===== src/hdl/wcm_regs.svh =====
// register offsets, field positions and timing figures of the watchdog block
`ifndef WCM_REGS_SVH
`define WCM_REGS_SVH
`define WCM_CLEAR_ADDR      16'h1ff0
`define WCM_CTRL_ADDR       16'h001d
`define WCM_STAT_ADDR       16'h001e
`define WCM_PCLR_ADDR       16'h001f
`define WCM_CLEAR_BIT       0
`define WCM_MOR_FIXEN_BIT   0
`define WCM_CTRL_CME_BIT    0
`define WCM_CTRL_PWD_BIT    1
`define WCM_STAT_FIX_BIT    0
`define WCM_STAT_MON_BIT    1
`define WCM_STAT_PROG_BIT   2
`define WCM_STAT_PIN_BIT    3
`define WCM_CTRL_RESET      8'h00
`define WCM_STAT_RESET      8'h00
`define WCM_READ_ZERO       8'h00
`define WCM_CLK_PERIOD_NS   5
`define WCM_BUS_PERIOD_NS   476
`define WCM_HOLD_BUS_CYCLES 4
`define WCM_MON_TIMEOUT_NS  20000
`define WCM_FIX_TIMEOUT_BUS 65536
`define WCM_PRG_TIMEOUT_BUS 16384
`define WCM_HOLD_CLKS \
  ((`WCM_HOLD_BUS_CYCLES * `WCM_BUS_PERIOD_NS + `WCM_CLK_PERIOD_NS - 1) \
   / `WCM_CLK_PERIOD_NS)
`define WCM_MON_CLKS (`WCM_MON_TIMEOUT_NS / `WCM_CLK_PERIOD_NS)
`endif


===== src/hdl/wcm_pkg.sv =====
// types shared by the watchdog and clock monitor block
package wcm_pkg;
  typedef logic [7:0]  wcm_byte_t;
  typedef logic [15:0] wcm_addr_t;
  typedef enum logic [1:0] {
    WCM_PIN_IDLE,
    WCM_PIN_DRIVE,
    WCM_PIN_SETTLE
  } wcm_pin_state_t;
endpackage : wcm_pkg


===== src/hdl/wcm_tick_if.sv =====
// link between the reset controller and one watchdog timer
`timescale 1ns/10ps
`default_nettype none
interface wcm_tick_if;
  logic tick;
  logic clear;
  logic enable;
  logic expire;
  modport ctrl  (output tick, output clear, output enable, input expire);
  modport timer (input tick, input clear, input enable, output expire);
endinterface : wcm_tick_if
`default_nettype wire


===== src/hdl/wcm_cop_timer.sv =====
// watchdog timer counting bus clock ticks up to a fixed timeout
`timescale 1ns/10ps
`default_nettype none
`include "wcm_regs.svh"
module wcm_cop_timer #(
  parameter int unsigned TIMEOUT = `WCM_FIX_TIMEOUT_BUS
) (
  input  wire logic   clk_in,
  input  wire logic   reset_in,
  wcm_tick_if.timer   t
);
  localparam int unsigned W = $clog2(TIMEOUT + 1);
  localparam logic [W-1:0] LAST = W'(TIMEOUT - 1);
  logic [W-1:0] cnt_reg;
  logic         expire_reg;

  // wait mode is not an input here: the count never pauses for it
  always_ff @(posedge clk_in or posedge reset_in) begin
    if (reset_in) begin
      cnt_reg <= '0;
    end else if (t.clear || !t.enable) begin
      cnt_reg <= '0;
    end else if (t.tick) begin
      cnt_reg <= (cnt_reg == LAST) ? '0 : cnt_reg + W'(1);
    end
  end

  always_ff @(posedge clk_in or posedge reset_in) begin
    if (reset_in) begin
      expire_reg <= 1'b0;
    end else begin
      expire_reg <= t.enable && !t.clear && t.tick && (cnt_reg == LAST);
    end
  end
  assign t.expire = expire_reg;
endmodule : wcm_cop_timer
`default_nettype wire


===== src/hdl/wcm_clk_monitor.sv =====
// clock monitor: flags a bus clock that has gone quiet for too long
`timescale 1ns/10ps
`default_nettype none
`include "wcm_regs.svh"
module wcm_clk_monitor #(
  parameter int unsigned TIMEOUT = `WCM_MON_CLKS
) (
  input  wire logic clk_in,
  input  wire logic reset_in,
  input  wire logic enable_in,
  input  wire logic bus_edge_in,
  input  wire logic halt_in,
  output var  logic fault_out
);
  localparam int unsigned W = $clog2(TIMEOUT + 1);
  localparam logic [W-1:0] LAST = W'(TIMEOUT - 1);
  logic [W-1:0] gap_reg;
  logic         fault_reg;
  logic         quiet;

  // a halted core stops the bus clock, so halt counts as silence
  assign quiet = halt_in || !bus_edge_in;

  always_ff @(posedge clk_in or posedge reset_in) begin
    if (reset_in) begin
      gap_reg <= '0;
    end else if (!enable_in || !quiet || gap_reg == LAST) begin
      gap_reg <= '0;
    end else begin
      gap_reg <= gap_reg + W'(1);
    end
  end

  always_ff @(posedge clk_in or posedge reset_in) begin
    if (reset_in) begin
      fault_reg <= 1'b0;
    end else begin
      fault_reg <= enable_in && quiet && gap_reg == LAST;
    end
  end
  assign fault_out = fault_reg;
endmodule : wcm_clk_monitor
`default_nettype wire


===== src/hdl/wcm_top.sv =====
// reset source logic: fixed and programmable watchdogs, clock monitor, pin
`timescale 1ns/10ps
`default_nettype none
`include "wcm_regs.svh"
module wcm_top #(
  parameter int unsigned FIX_TIMEOUT = `WCM_FIX_TIMEOUT_BUS,
  parameter int unsigned PRG_TIMEOUT = `WCM_PRG_TIMEOUT_BUS,
  parameter int unsigned MON_CLKS    = `WCM_MON_CLKS,
  parameter int unsigned HOLD_CLKS   = `WCM_HOLD_CLKS
) (
  input  wire logic              clk_in,
  input  wire logic              reset_in,
  input  wire wcm_pkg::wcm_addr_t addr_in,
  input  wire wcm_pkg::wcm_byte_t wr_data_in,
  input  wire logic              wr_in,
  input  wire logic              rd_in,
  output var  wcm_pkg::wcm_byte_t rd_data_out,
  input  wire logic              bus_clk_in,
  input  wire logic              halt_in,
  input  wire logic              wait_in,
  input  wire logic              bootloader_mode_in,
  input  wire wcm_pkg::wcm_byte_t mask_option_reg_one_in,
  input  wire logic              reset_pin_in,
  output var  logic              reset_pin_out,
  output var  logic              reset_pin_oe_n_out,
  output var  logic              system_reset_out
);
  localparam int unsigned HW = $clog2(HOLD_CLKS + 1);
  localparam logic [HW-1:0] HOLD_LAST = HW'(HOLD_CLKS - 1);

  function automatic logic hit(input wcm_pkg::wcm_addr_t a,
                               input wcm_pkg::wcm_addr_t target);
    hit = (a == target);
  endfunction : hit

  ////////////////////////////////////////////////////////////////////////////
  // bus clock edge detection and register decode
  logic                    bus_clk_prev_reg;
  logic                    bus_edge;
  wcm_pkg::wcm_byte_t      ctrl_reg;
  wcm_pkg::wcm_byte_t      stat_reg;
  wcm_pkg::wcm_byte_t      stat_next;
  wcm_pkg::wcm_byte_t      rd_next;
  logic                    fix_clear_wr;
  logic                    prg_clear_wr;
  logic                    fix_enable_raw;
  logic                    clock_monitor_enable;
  logic                    mon_fault;
  logic                    drive_req;
  wcm_pkg::wcm_pin_state_t pin_state_reg;
  logic [HW-1:0]           hold_reg;
  logic                    pin_low_reg;

  always_ff @(posedge clk_in or posedge reset_in) begin
    if (reset_in) begin
      bus_clk_prev_reg <= 1'b0;
    end else begin
      bus_clk_prev_reg <= bus_clk_in;
    end
  end
  assign bus_edge = bus_clk_in && !bus_clk_prev_reg;

  assign fix_clear_wr = wr_in && hit(addr_in, `WCM_CLEAR_ADDR)
                        && !wr_data_in[`WCM_CLEAR_BIT];
  assign prg_clear_wr = wr_in && hit(addr_in, `WCM_PCLR_ADDR);
  assign clock_monitor_enable = ctrl_reg[`WCM_CTRL_CME_BIT];
  // the option bit only counts outside bootloader mode
  assign fix_enable_raw = mask_option_reg_one_in[`WCM_MOR_FIXEN_BIT]
                          && !bootloader_mode_in;

  ////////////////////////////////////////////////////////////////////////////
  // watchdog timers; wait_in deliberately feeds neither of them
  wcm_tick_if fix_if ();
  wcm_tick_if prg_if ();

  assign fix_if.tick   = bus_edge;
  assign fix_if.clear  = fix_clear_wr || pin_low_reg;
  assign fix_if.enable = fix_enable_raw;
  assign prg_if.tick   = bus_edge;
  assign prg_if.clear  = prg_clear_wr || pin_low_reg;
  assign prg_if.enable = ctrl_reg[`WCM_CTRL_PWD_BIT];

  wcm_cop_timer #(.TIMEOUT(FIX_TIMEOUT)) u_fix (
    .clk_in   (clk_in),
    .reset_in (reset_in),
    .t        (fix_if.timer)
  );

  wcm_cop_timer #(.TIMEOUT(PRG_TIMEOUT)) u_prg (
    .clk_in   (clk_in),
    .reset_in (reset_in),
    .t        (prg_if.timer)
  );

  // below a 50 kHz bus clock this may fire in normal running
  wcm_clk_monitor #(.TIMEOUT(MON_CLKS)) u_mon (
    .clk_in      (clk_in),
    .reset_in    (reset_in),
    .enable_in   (clock_monitor_enable),
    .bus_edge_in (bus_edge),
    .halt_in     (halt_in),
    .fault_out   (mon_fault)
  );

  assign drive_req = mon_fault || fix_if.expire
                     || prg_if.expire;

  ////////////////////////////////////////////////////////////////////////////
  // control register; a system reset returns it to its reset value
  always_ff @(posedge clk_in or posedge reset_in) begin
    if (reset_in) begin
      ctrl_reg <= `WCM_CTRL_RESET;
    end else if (system_reset_out) begin
      ctrl_reg <= `WCM_CTRL_RESET;
    end else if (wr_in && hit(addr_in, `WCM_CTRL_ADDR)) begin
      ctrl_reg <= wr_data_in;
    end
  end

  // reset cause flags survive a system reset; set wins over write-one clear
  always_comb begin
    stat_next = stat_reg;
    if (wr_in && hit(addr_in, `WCM_STAT_ADDR)) begin
      stat_next = stat_reg & ~wr_data_in;
    end
    if (fix_if.expire) begin
      stat_next[`WCM_STAT_FIX_BIT] = 1'b1;
    end
    if (mon_fault) begin
      stat_next[`WCM_STAT_MON_BIT] = 1'b1;
    end
    if (prg_if.expire) begin
      stat_next[`WCM_STAT_PROG_BIT] = 1'b1;
    end
    if (pin_low_reg && pin_state_reg == wcm_pkg::WCM_PIN_IDLE) begin
      stat_next[`WCM_STAT_PIN_BIT] = 1'b1;
    end
  end

  always_ff @(posedge clk_in or posedge reset_in) begin
    if (reset_in) begin
      stat_reg <= `WCM_STAT_RESET;
    end else begin
      stat_reg <= stat_next;
    end
  end

  always_comb begin
    rd_next = `WCM_READ_ZERO;
    if (hit(addr_in, `WCM_CLEAR_ADDR)) begin
      rd_next = mask_option_reg_one_in;
    end else if (hit(addr_in, `WCM_CTRL_ADDR)) begin
      rd_next = ctrl_reg;
    end else if (hit(addr_in, `WCM_STAT_ADDR)) begin
      rd_next = stat_reg;
    end
  end

  // read data stand only in the cycle after the strobe
  always_ff @(posedge clk_in or posedge reset_in) begin
    if (reset_in) begin
      rd_data_out <= `WCM_READ_ZERO;
    end else if (rd_in) begin
      rd_data_out <= rd_next;
    end else begin
      rd_data_out <= `WCM_READ_ZERO;
    end
  end

  ////////////////////////////////////////////////////////////////////////////
  // reset pin: drive low for four bus periods, then wait for the line high
  always_ff @(posedge clk_in or posedge reset_in) begin
    if (reset_in) begin
      pin_low_reg <= 1'b0;
    end else begin
      pin_low_reg <= !reset_pin_in;
    end
  end

  // hold timed on clk_in, since the bus clock may be the thing that died
  always_ff @(posedge clk_in or posedge reset_in) begin
    if (reset_in) begin
      pin_state_reg <= wcm_pkg::WCM_PIN_IDLE;
      hold_reg      <= '0;
    end else begin
      case (pin_state_reg)
        wcm_pkg::WCM_PIN_IDLE: begin
          if (drive_req) begin
            pin_state_reg <= wcm_pkg::WCM_PIN_DRIVE;
            hold_reg      <= HOLD_LAST;
          end
        end
        wcm_pkg::WCM_PIN_DRIVE: begin
          if (hold_reg == '0) begin
            pin_state_reg <= wcm_pkg::WCM_PIN_SETTLE;
          end else begin
            hold_reg <= hold_reg - HW'(1);
          end
        end
        wcm_pkg::WCM_PIN_SETTLE: begin
          // an outside driver may keep the line low for a long time
          if (!pin_low_reg) begin
            pin_state_reg <= wcm_pkg::WCM_PIN_IDLE;
          end
        end
        default: begin
          pin_state_reg <= wcm_pkg::WCM_PIN_IDLE;
        end
      endcase
    end
  end

  always_ff @(posedge clk_in or posedge reset_in) begin
    if (reset_in) begin
      reset_pin_oe_n_out <= 1'b1;
    end else begin
      reset_pin_oe_n_out <= !(pin_state_reg == wcm_pkg::WCM_PIN_IDLE
                              ? drive_req
                              : pin_state_reg == wcm_pkg::WCM_PIN_DRIVE
                                && hold_reg != '0);
    end
  end
  assign reset_pin_out = 1'b0;

  // the core stays in reset while the line is low, from either side
  always_ff @(posedge clk_in or posedge reset_in) begin
    if (reset_in) begin
      system_reset_out <= 1'b1;
    end else begin
      system_reset_out <= pin_state_reg != wcm_pkg::WCM_PIN_IDLE
                          || drive_req || !reset_pin_in;
    end
  end
endmodule : wcm_top
`default_nettype wire


===== config.mk =====
export PLATFORM = sky130hd
export DESIGN_NAME = wcm_top
export DESIGN_NICKNAME = d
export VERILOG_FILES = /design/src/hdl/wcm_pkg.sv /design/src/hdl/wcm_tick_if.sv /design/src/hdl/wcm_cop_timer.sv /design/src/hdl/wcm_clk_monitor.sv /design/src/hdl/wcm_top.sv
export VERILOG_INCLUDE_DIRS = /design/src /design/src/hdl
export SDC_FILE = /design/constraint.sdc
export NUM_CORES = 1
export LEC_CHECK = 0
export BUFFER_PORTS_ARGS = -buffer_cell sky130_fd_sc_hd__buf_4
export CORE_MARGIN = 5
export CORE_UTILIZATION = 46
export CTS_CLUSTER_SIZE = 24
export DETAILED_ROUTE_END_ITERATION = 7
export PLACE_DENSITY = 0.65
export SETUP_SLACK_MARGIN = 0.5
export SYNTH_ARGS = -nofsm -noshare
export SYNTH_HDL_FRONTEND = slang
export SYNTH_SLANG_ARGS = --single-unit

===== constraint.sdc =====
create_clock -name clk_in -period 3.95 [get_ports clk_in]
set_input_delay 0.395 -clock clk_in [delete_from_list [all_inputs] [get_ports clk_in]]
set_output_delay 0.395 -clock clk_in [all_outputs]
set_load 0.05 [all_outputs]

======== Word-level counts from Yosys, hierarchy flattened ========
Cells that the tools add are included.
operators by class
  add/subtract/negate cells ............... 4
  bitwise gates (word level) .............. 2
  muxes and demuxes ....................... 26
  reductions and logical operators ........ 54
  eq/ne operators ......................... 13
operators with widths
  operator                                                                  number
  17-bit two-way mux                                                        3
  16-bit by 5-bit equality test with 1-bit output (second input constant)   3
  8-bit two-way mux                                                         6
  15-bit two-way mux                                                        3
  9-bit two-way mux                                                         2
  9-bit one-hot mux with 2 select lines                                     1
  2-bit nonzero test                                                        9
  17-bit by 1-bit adder with 17-bit output (second input constant)          1
  17-bit by 16-bit equality test with 1-bit output (second input constant)  1
  1-bit logical AND                                                         17
  16-bit by 13-bit equality test with 1-bit output (second input constant)  1
  15-bit by 1-bit adder with 15-bit output (second input constant)          1
  15-bit by 14-bit equality test with 1-bit output (second input constant)  1
  12-bit by 1-bit adder with 12-bit output (second input constant)          1
  12-bit equality test (second input constant)                              1
  1-bit zero test                                                           12
  12-bit two-way mux                                                        1
  1-bit logical OR                                                          11
  9-bit zero test                                                           1
  9-bit nonzero test                                                        1
  9-bit by 1-bit subtractor with 9-bit output (second input constant)       1
  8-bit AND                                                                 1
  2-bit inequality test (second input constant)                             4
  8-bit inverter                                                            1
  8 further kinds                                                           15
storage, ports and cells
  register bits ........................... 86
  logic and storage cells ................. 118
  output and inout port bits .............. 11
  bits of input ports ..................... 41

======== Depth between registers and ports, before layout ========
  depth in word-level cells ............... 8
  gate-level depth with buffers ........... 7
  gate-level depth less buffers ........... 6

======== Cells and area by module ========
From an unflattened synthesis, not the netlist that was laid out.
second synthesis, totals
  cell total of the unflattened synthesis .. 442
  area, all modules ....................... 4,405.5 um^2
by module, submodules not included
  module                  cells an instance  times used  sequential area each (um^2)  area each (um^2)
  wcm_top                 186                1           978.4                        1,950.6
  wcm_cop_timer at u_fix  104                1           450.4                        953.4
  wcm_cop_timer at u_prg  91                 1           400.4                        888.4
  wcm_clk_monitor         61                 1           325.3                        613.1

======== Worst setup path before layout ========
OpenSTA, ideal clock, no wires.
  kind .................................... input -> register
  start point ............................. input port addr_in[13]
  end point ............................... register u_prg.cnt_reg[14]
  required time ........................... 3,822 ps
  buffers on the path ..................... 2
  cell stages on the path ................. 6
  slack ................................... 1,805 ps
  arrival time ............................ 2,017 ps
  library setup time ...................... 128 ps
  path through ............................ or4b_4 or4_1 buf_2 o21ai_4 buf_6 nor2_1
between the ends
  word-level cells in the longest chain between the ends .. 5
  elaborated cells on any way between the ends .. 6
  those cells by class .................... 1 x eq/ne; 1 x mux; 4 x reduce/logical
ends and longest elaborated chain
  what                                                      RTL line             text
  from (decl)                                               wcm_top.sv:13        input wire wcm_pkg::wcm_addr_t addr_in,
  16-bit by 5-bit equality test with 1-bit output *         wcm_top.sv:33        hit = (a == target);
  1-bit logical AND *                                       wcm_top.sv:65        assign prg_clear_wr = wr_in && hit(addr_in, `WCM_PCLR_ADDR);
  1-bit logical OR *                                        wcm_top.sv:80        assign prg_if.clear = prg_clear_wr || pin_low_reg;
  1-bit logical OR *                                        wcm_cop_timer.sv:21  end else if (t.clear || !t.enable) begin
  15-bit two-way mux or 2-bit nonzero test (tied branches)  --
  to (signal assigned)                                      wcm_cop_timer.sv:24  cnt_reg <= (cnt_reg == LAST) ? '0 : cnt_reg + W'(1);
  to (decl)                                                 wcm_cop_timer.sv:14  logic [W-1:0] cnt_reg;
Mark *: on every way between the ends. The rest lies on a longest branch, timed or not.
A chain may end at the register's enable or synchronous reset.

======== Worst setup path after layout ========
  start point ............................. input port addr_in[9]
  end point ............................... register u_prg.cnt_reg[11]
Same word-level chain as after synthesis.

==> results.ini <==
[outcome]
status=completed

[logic_synthesis]
ys_async_sr_fraction_pct=100.0
synth-edff-count=0
synthMuxAreaShare_pct=0.4882
synthesis.nets=484
synth_warnings=0
seq_area_frac_synth_pct=49.45
synth_xor_area_share_pct=5.428
ys.flop_type=dfrtp_1
synth_top_family_by_area=simple AND/OR/NAND/NOR gates
postSynthRegisterBits=86
synth_fa_ha_area_share_pct=1.149
synth.distinct_cells=58
synth_simple_gate_area_share_pct=26.25
netlist_instances=439
synth_compound_area_share_pct=13.99
syn_avg_cell_area_um2=9.924
synth_area_um2=4357

[timing]
max_freq_ghz=0.4485
tightest_slew_ns=1.111
hold_viol_final=0
rsz0062_at_grt=no
finalCritPeriodShare_pct=56.45
setup-violations-final=0
holdWs_ns=0.06765
setup_tns_ns=0
skew_ns=0.01875
drv_slew=0
slew_headroom_pct=25.35
min_period_ns=2.230

[global_route]
grt_pass1_wl_um=16750
overflow=0
antenna_found_initial=0
track_usage_pct=17.91
grt_max_degree=36
grt_pass1_vias=3467

[setup_path]
cp.required_ns=4.18
crit_family=simple AND/OR/NAND/NOR gates
arrival_ns=2.46
crit_chain=buf_4 -> or4b_1 -> or4_1 -> o21ai_4 -> nor3_1
slowest_delay_ns=0.75
start_kind=input pin
crit_slowest_cell=or4_1
end_kind=flop
cp_num_buf_inv=1
path_max_fanout=16
critPathKind=input pin to flop

[pwr]
power.share.sequential_pct=54.1
p_per_area_nw_per_um2=325.6
vdd_ir_drop_max_mv=0.1518
p_clk_share_pct=40.7
power_frac_comb_pct=5.2
p_leak_uw=0.002039
p_int_uw=1225
switching_power_uw=411.5
swShare_pct=25.15

[cells_and_area]
largest_register_ffs=17
stdcell_area_um2=5026
final_cells=616
fill_cells=818
syn2layout_area_growth_pct=15.36
drive_gt1_share_pct=17.04
diodes=0
nets=527
final_util_pct=54.39

[detailed_routing]
wire_per_inst_um=15.79
wl_um=9726
drt_pass1_iterations=4
num_vias=3557
via_per_inst=5.774
drc=0
drt_iter0_drc=244
ant_nets=0

[die]
top_level_ports=52
core_area_um2=9240
die_h_um=107.3
num_rows=35
initial_core_util_pct=47.15
die_w_um=107.3
die_area_um2=11520

[flow_run]
cap_violations=0

[clock_network]
cts_hold_buf=0
cts_buffers=9
ctsHtreeMaxLevel=3
clk_latency_ns=0.37
clk_pin_slew_ns=0.11
clock-root-buffer=clkbuf_8
clockBufferDepth=2
cts_tree=done
cts_resized=0
cts_setup_buffers=0
cts_sinks=86

[placed_design]
dpl.hpwl_um=6892
gp_congestion=0.8464
portBuffers=49
dp_cells=600
placed_area_um2=4816

[worst_hold_path]
min_path_type=input pin to async pin

==> cells by family (layout without fill, tap and decap cells) <==
logic type                 after synthesis  in the layout
AOI/OAI and AO/OA                       88             88
xor gates and xnor gates                27             27
adders and majority gates                4              4
buffers and inverters                   31             79
DFF                                     86             86
muxes                                    2              2
other                                    1              1
and+or+nand+nor                        200            200
==> placed cells by master (no fill, tap or decap), types with 4 or more instances in the layout <==
cell type  Yosys  final
o21ai_0       15     15
ha_1           4      4
and3_1         4      4
nand2b_1       5      5
xnor2_1       13     13
xor2_1        14     14
nor3_1        20     20
nand4_1       28     28
inv_1         12     11
nand3b_1       4      4
a22oi_1        8      8
a22o_1         9      9
or4_1          9      9
dfrtp_1       84     84
clkbuf_8       0      9
a21o_1         4      4
a21boi_0       5      5
nand3_1       19     19
or3_1          5      5
o211ai_1       6      6
nor4_1        13     12
buf_4          1     51
nor2b_1       15     15
nor2_1        32     32
a21oi_1       23     23
nand2_1       26     26
==> synth_stat cells (all sizes together), types with 9 or more instances <==
library cell	n	area share, %
a22o	9	1.8
xnor2	13	2.6
nor2b	15	2.2
nand4	28	4.0
nor2	32	2.8
clkbuf	13	1.1
nor4	14	2.2
nand3	19	2.2
dfrtp	84	48
nand2	26	2.2
inv	12	1.0
or4	10	1.8
o21ai	16	2.1
xor2	14	2.8
a21oi	23	2.6
nor3	20	2.3
==> stage by stage <==
stage               setup slack (ns)  power [uW]
floorplan                      1.336       941.1
global placement               1.353       988.4
detailed placement             1.353       989.6
CTS                            1.736        1655
global route                   1.519        1701
finish                         1.720        1636
==> power groups by stage <==
stage               clock network, uW  logic (uW)  registers (uW)
finish                            665        85.6             885
global route                      720        95.3             886
CTS                               683        87.3             885
detailed placement                  0        87.1             903
global placement                    0        85.8             903
floorplan                           0        38.4             903
==> worst register-to-register path, delay by kind of cell (launching register included) <==
family / cells / cell delay (ns)
AND/OR/NAND/NOR: 2 / 0.97
flip-flops: 1 / 0.47
adder cells (fa/ha/maj): 1 / 0.33
AO/OA/AOI/OAI: 2 / 0.30
==> cell type report <==
cell class	instances	area, um2	area share, %
clock buffers	9	123.9	2.465
clock inverters	7	86.33	1.718
inverters	12	46.29	0.9211
multi-input cells	322	2071	41.20
flip-flops and latches	86	2155	42.87
well taps	129	161.4	3.211
repair buffers	51	382.9	7.618
==> layer usage <==
metal,global-route usage (%),up-vias,wire [um]
met5,0,-,0
met3,3.179,10,506
met4,6.210,0,146
met1,24.79,1729,4653
li1,-,1718,-
met2,28.37,100,4420
==> worst paths after layout <==
kind | start | endpoint | slack, ns | cells after the start
setup / recovery | addr_in[9] | u_prg.cnt_reg[11] | 1.72 | 5
hold / removal | reset_in | u_mon.gap_reg[11] | 0.07 | 2
min in group clk_in | reset_pin_in | pin_low_reg | 0.19 | 2
max in group asynchronous | reset_in | system_reset_out | 3.02 | 3
hold reg to reg | hold_reg[7] | hold_reg[7] | 0.48 | 1
setup reg to reg | u_fix.cnt_reg[0] | u_fix.cnt_reg[14] | 1.74 | 5
No activity file was read; power rests on OpenSTA's default activity.
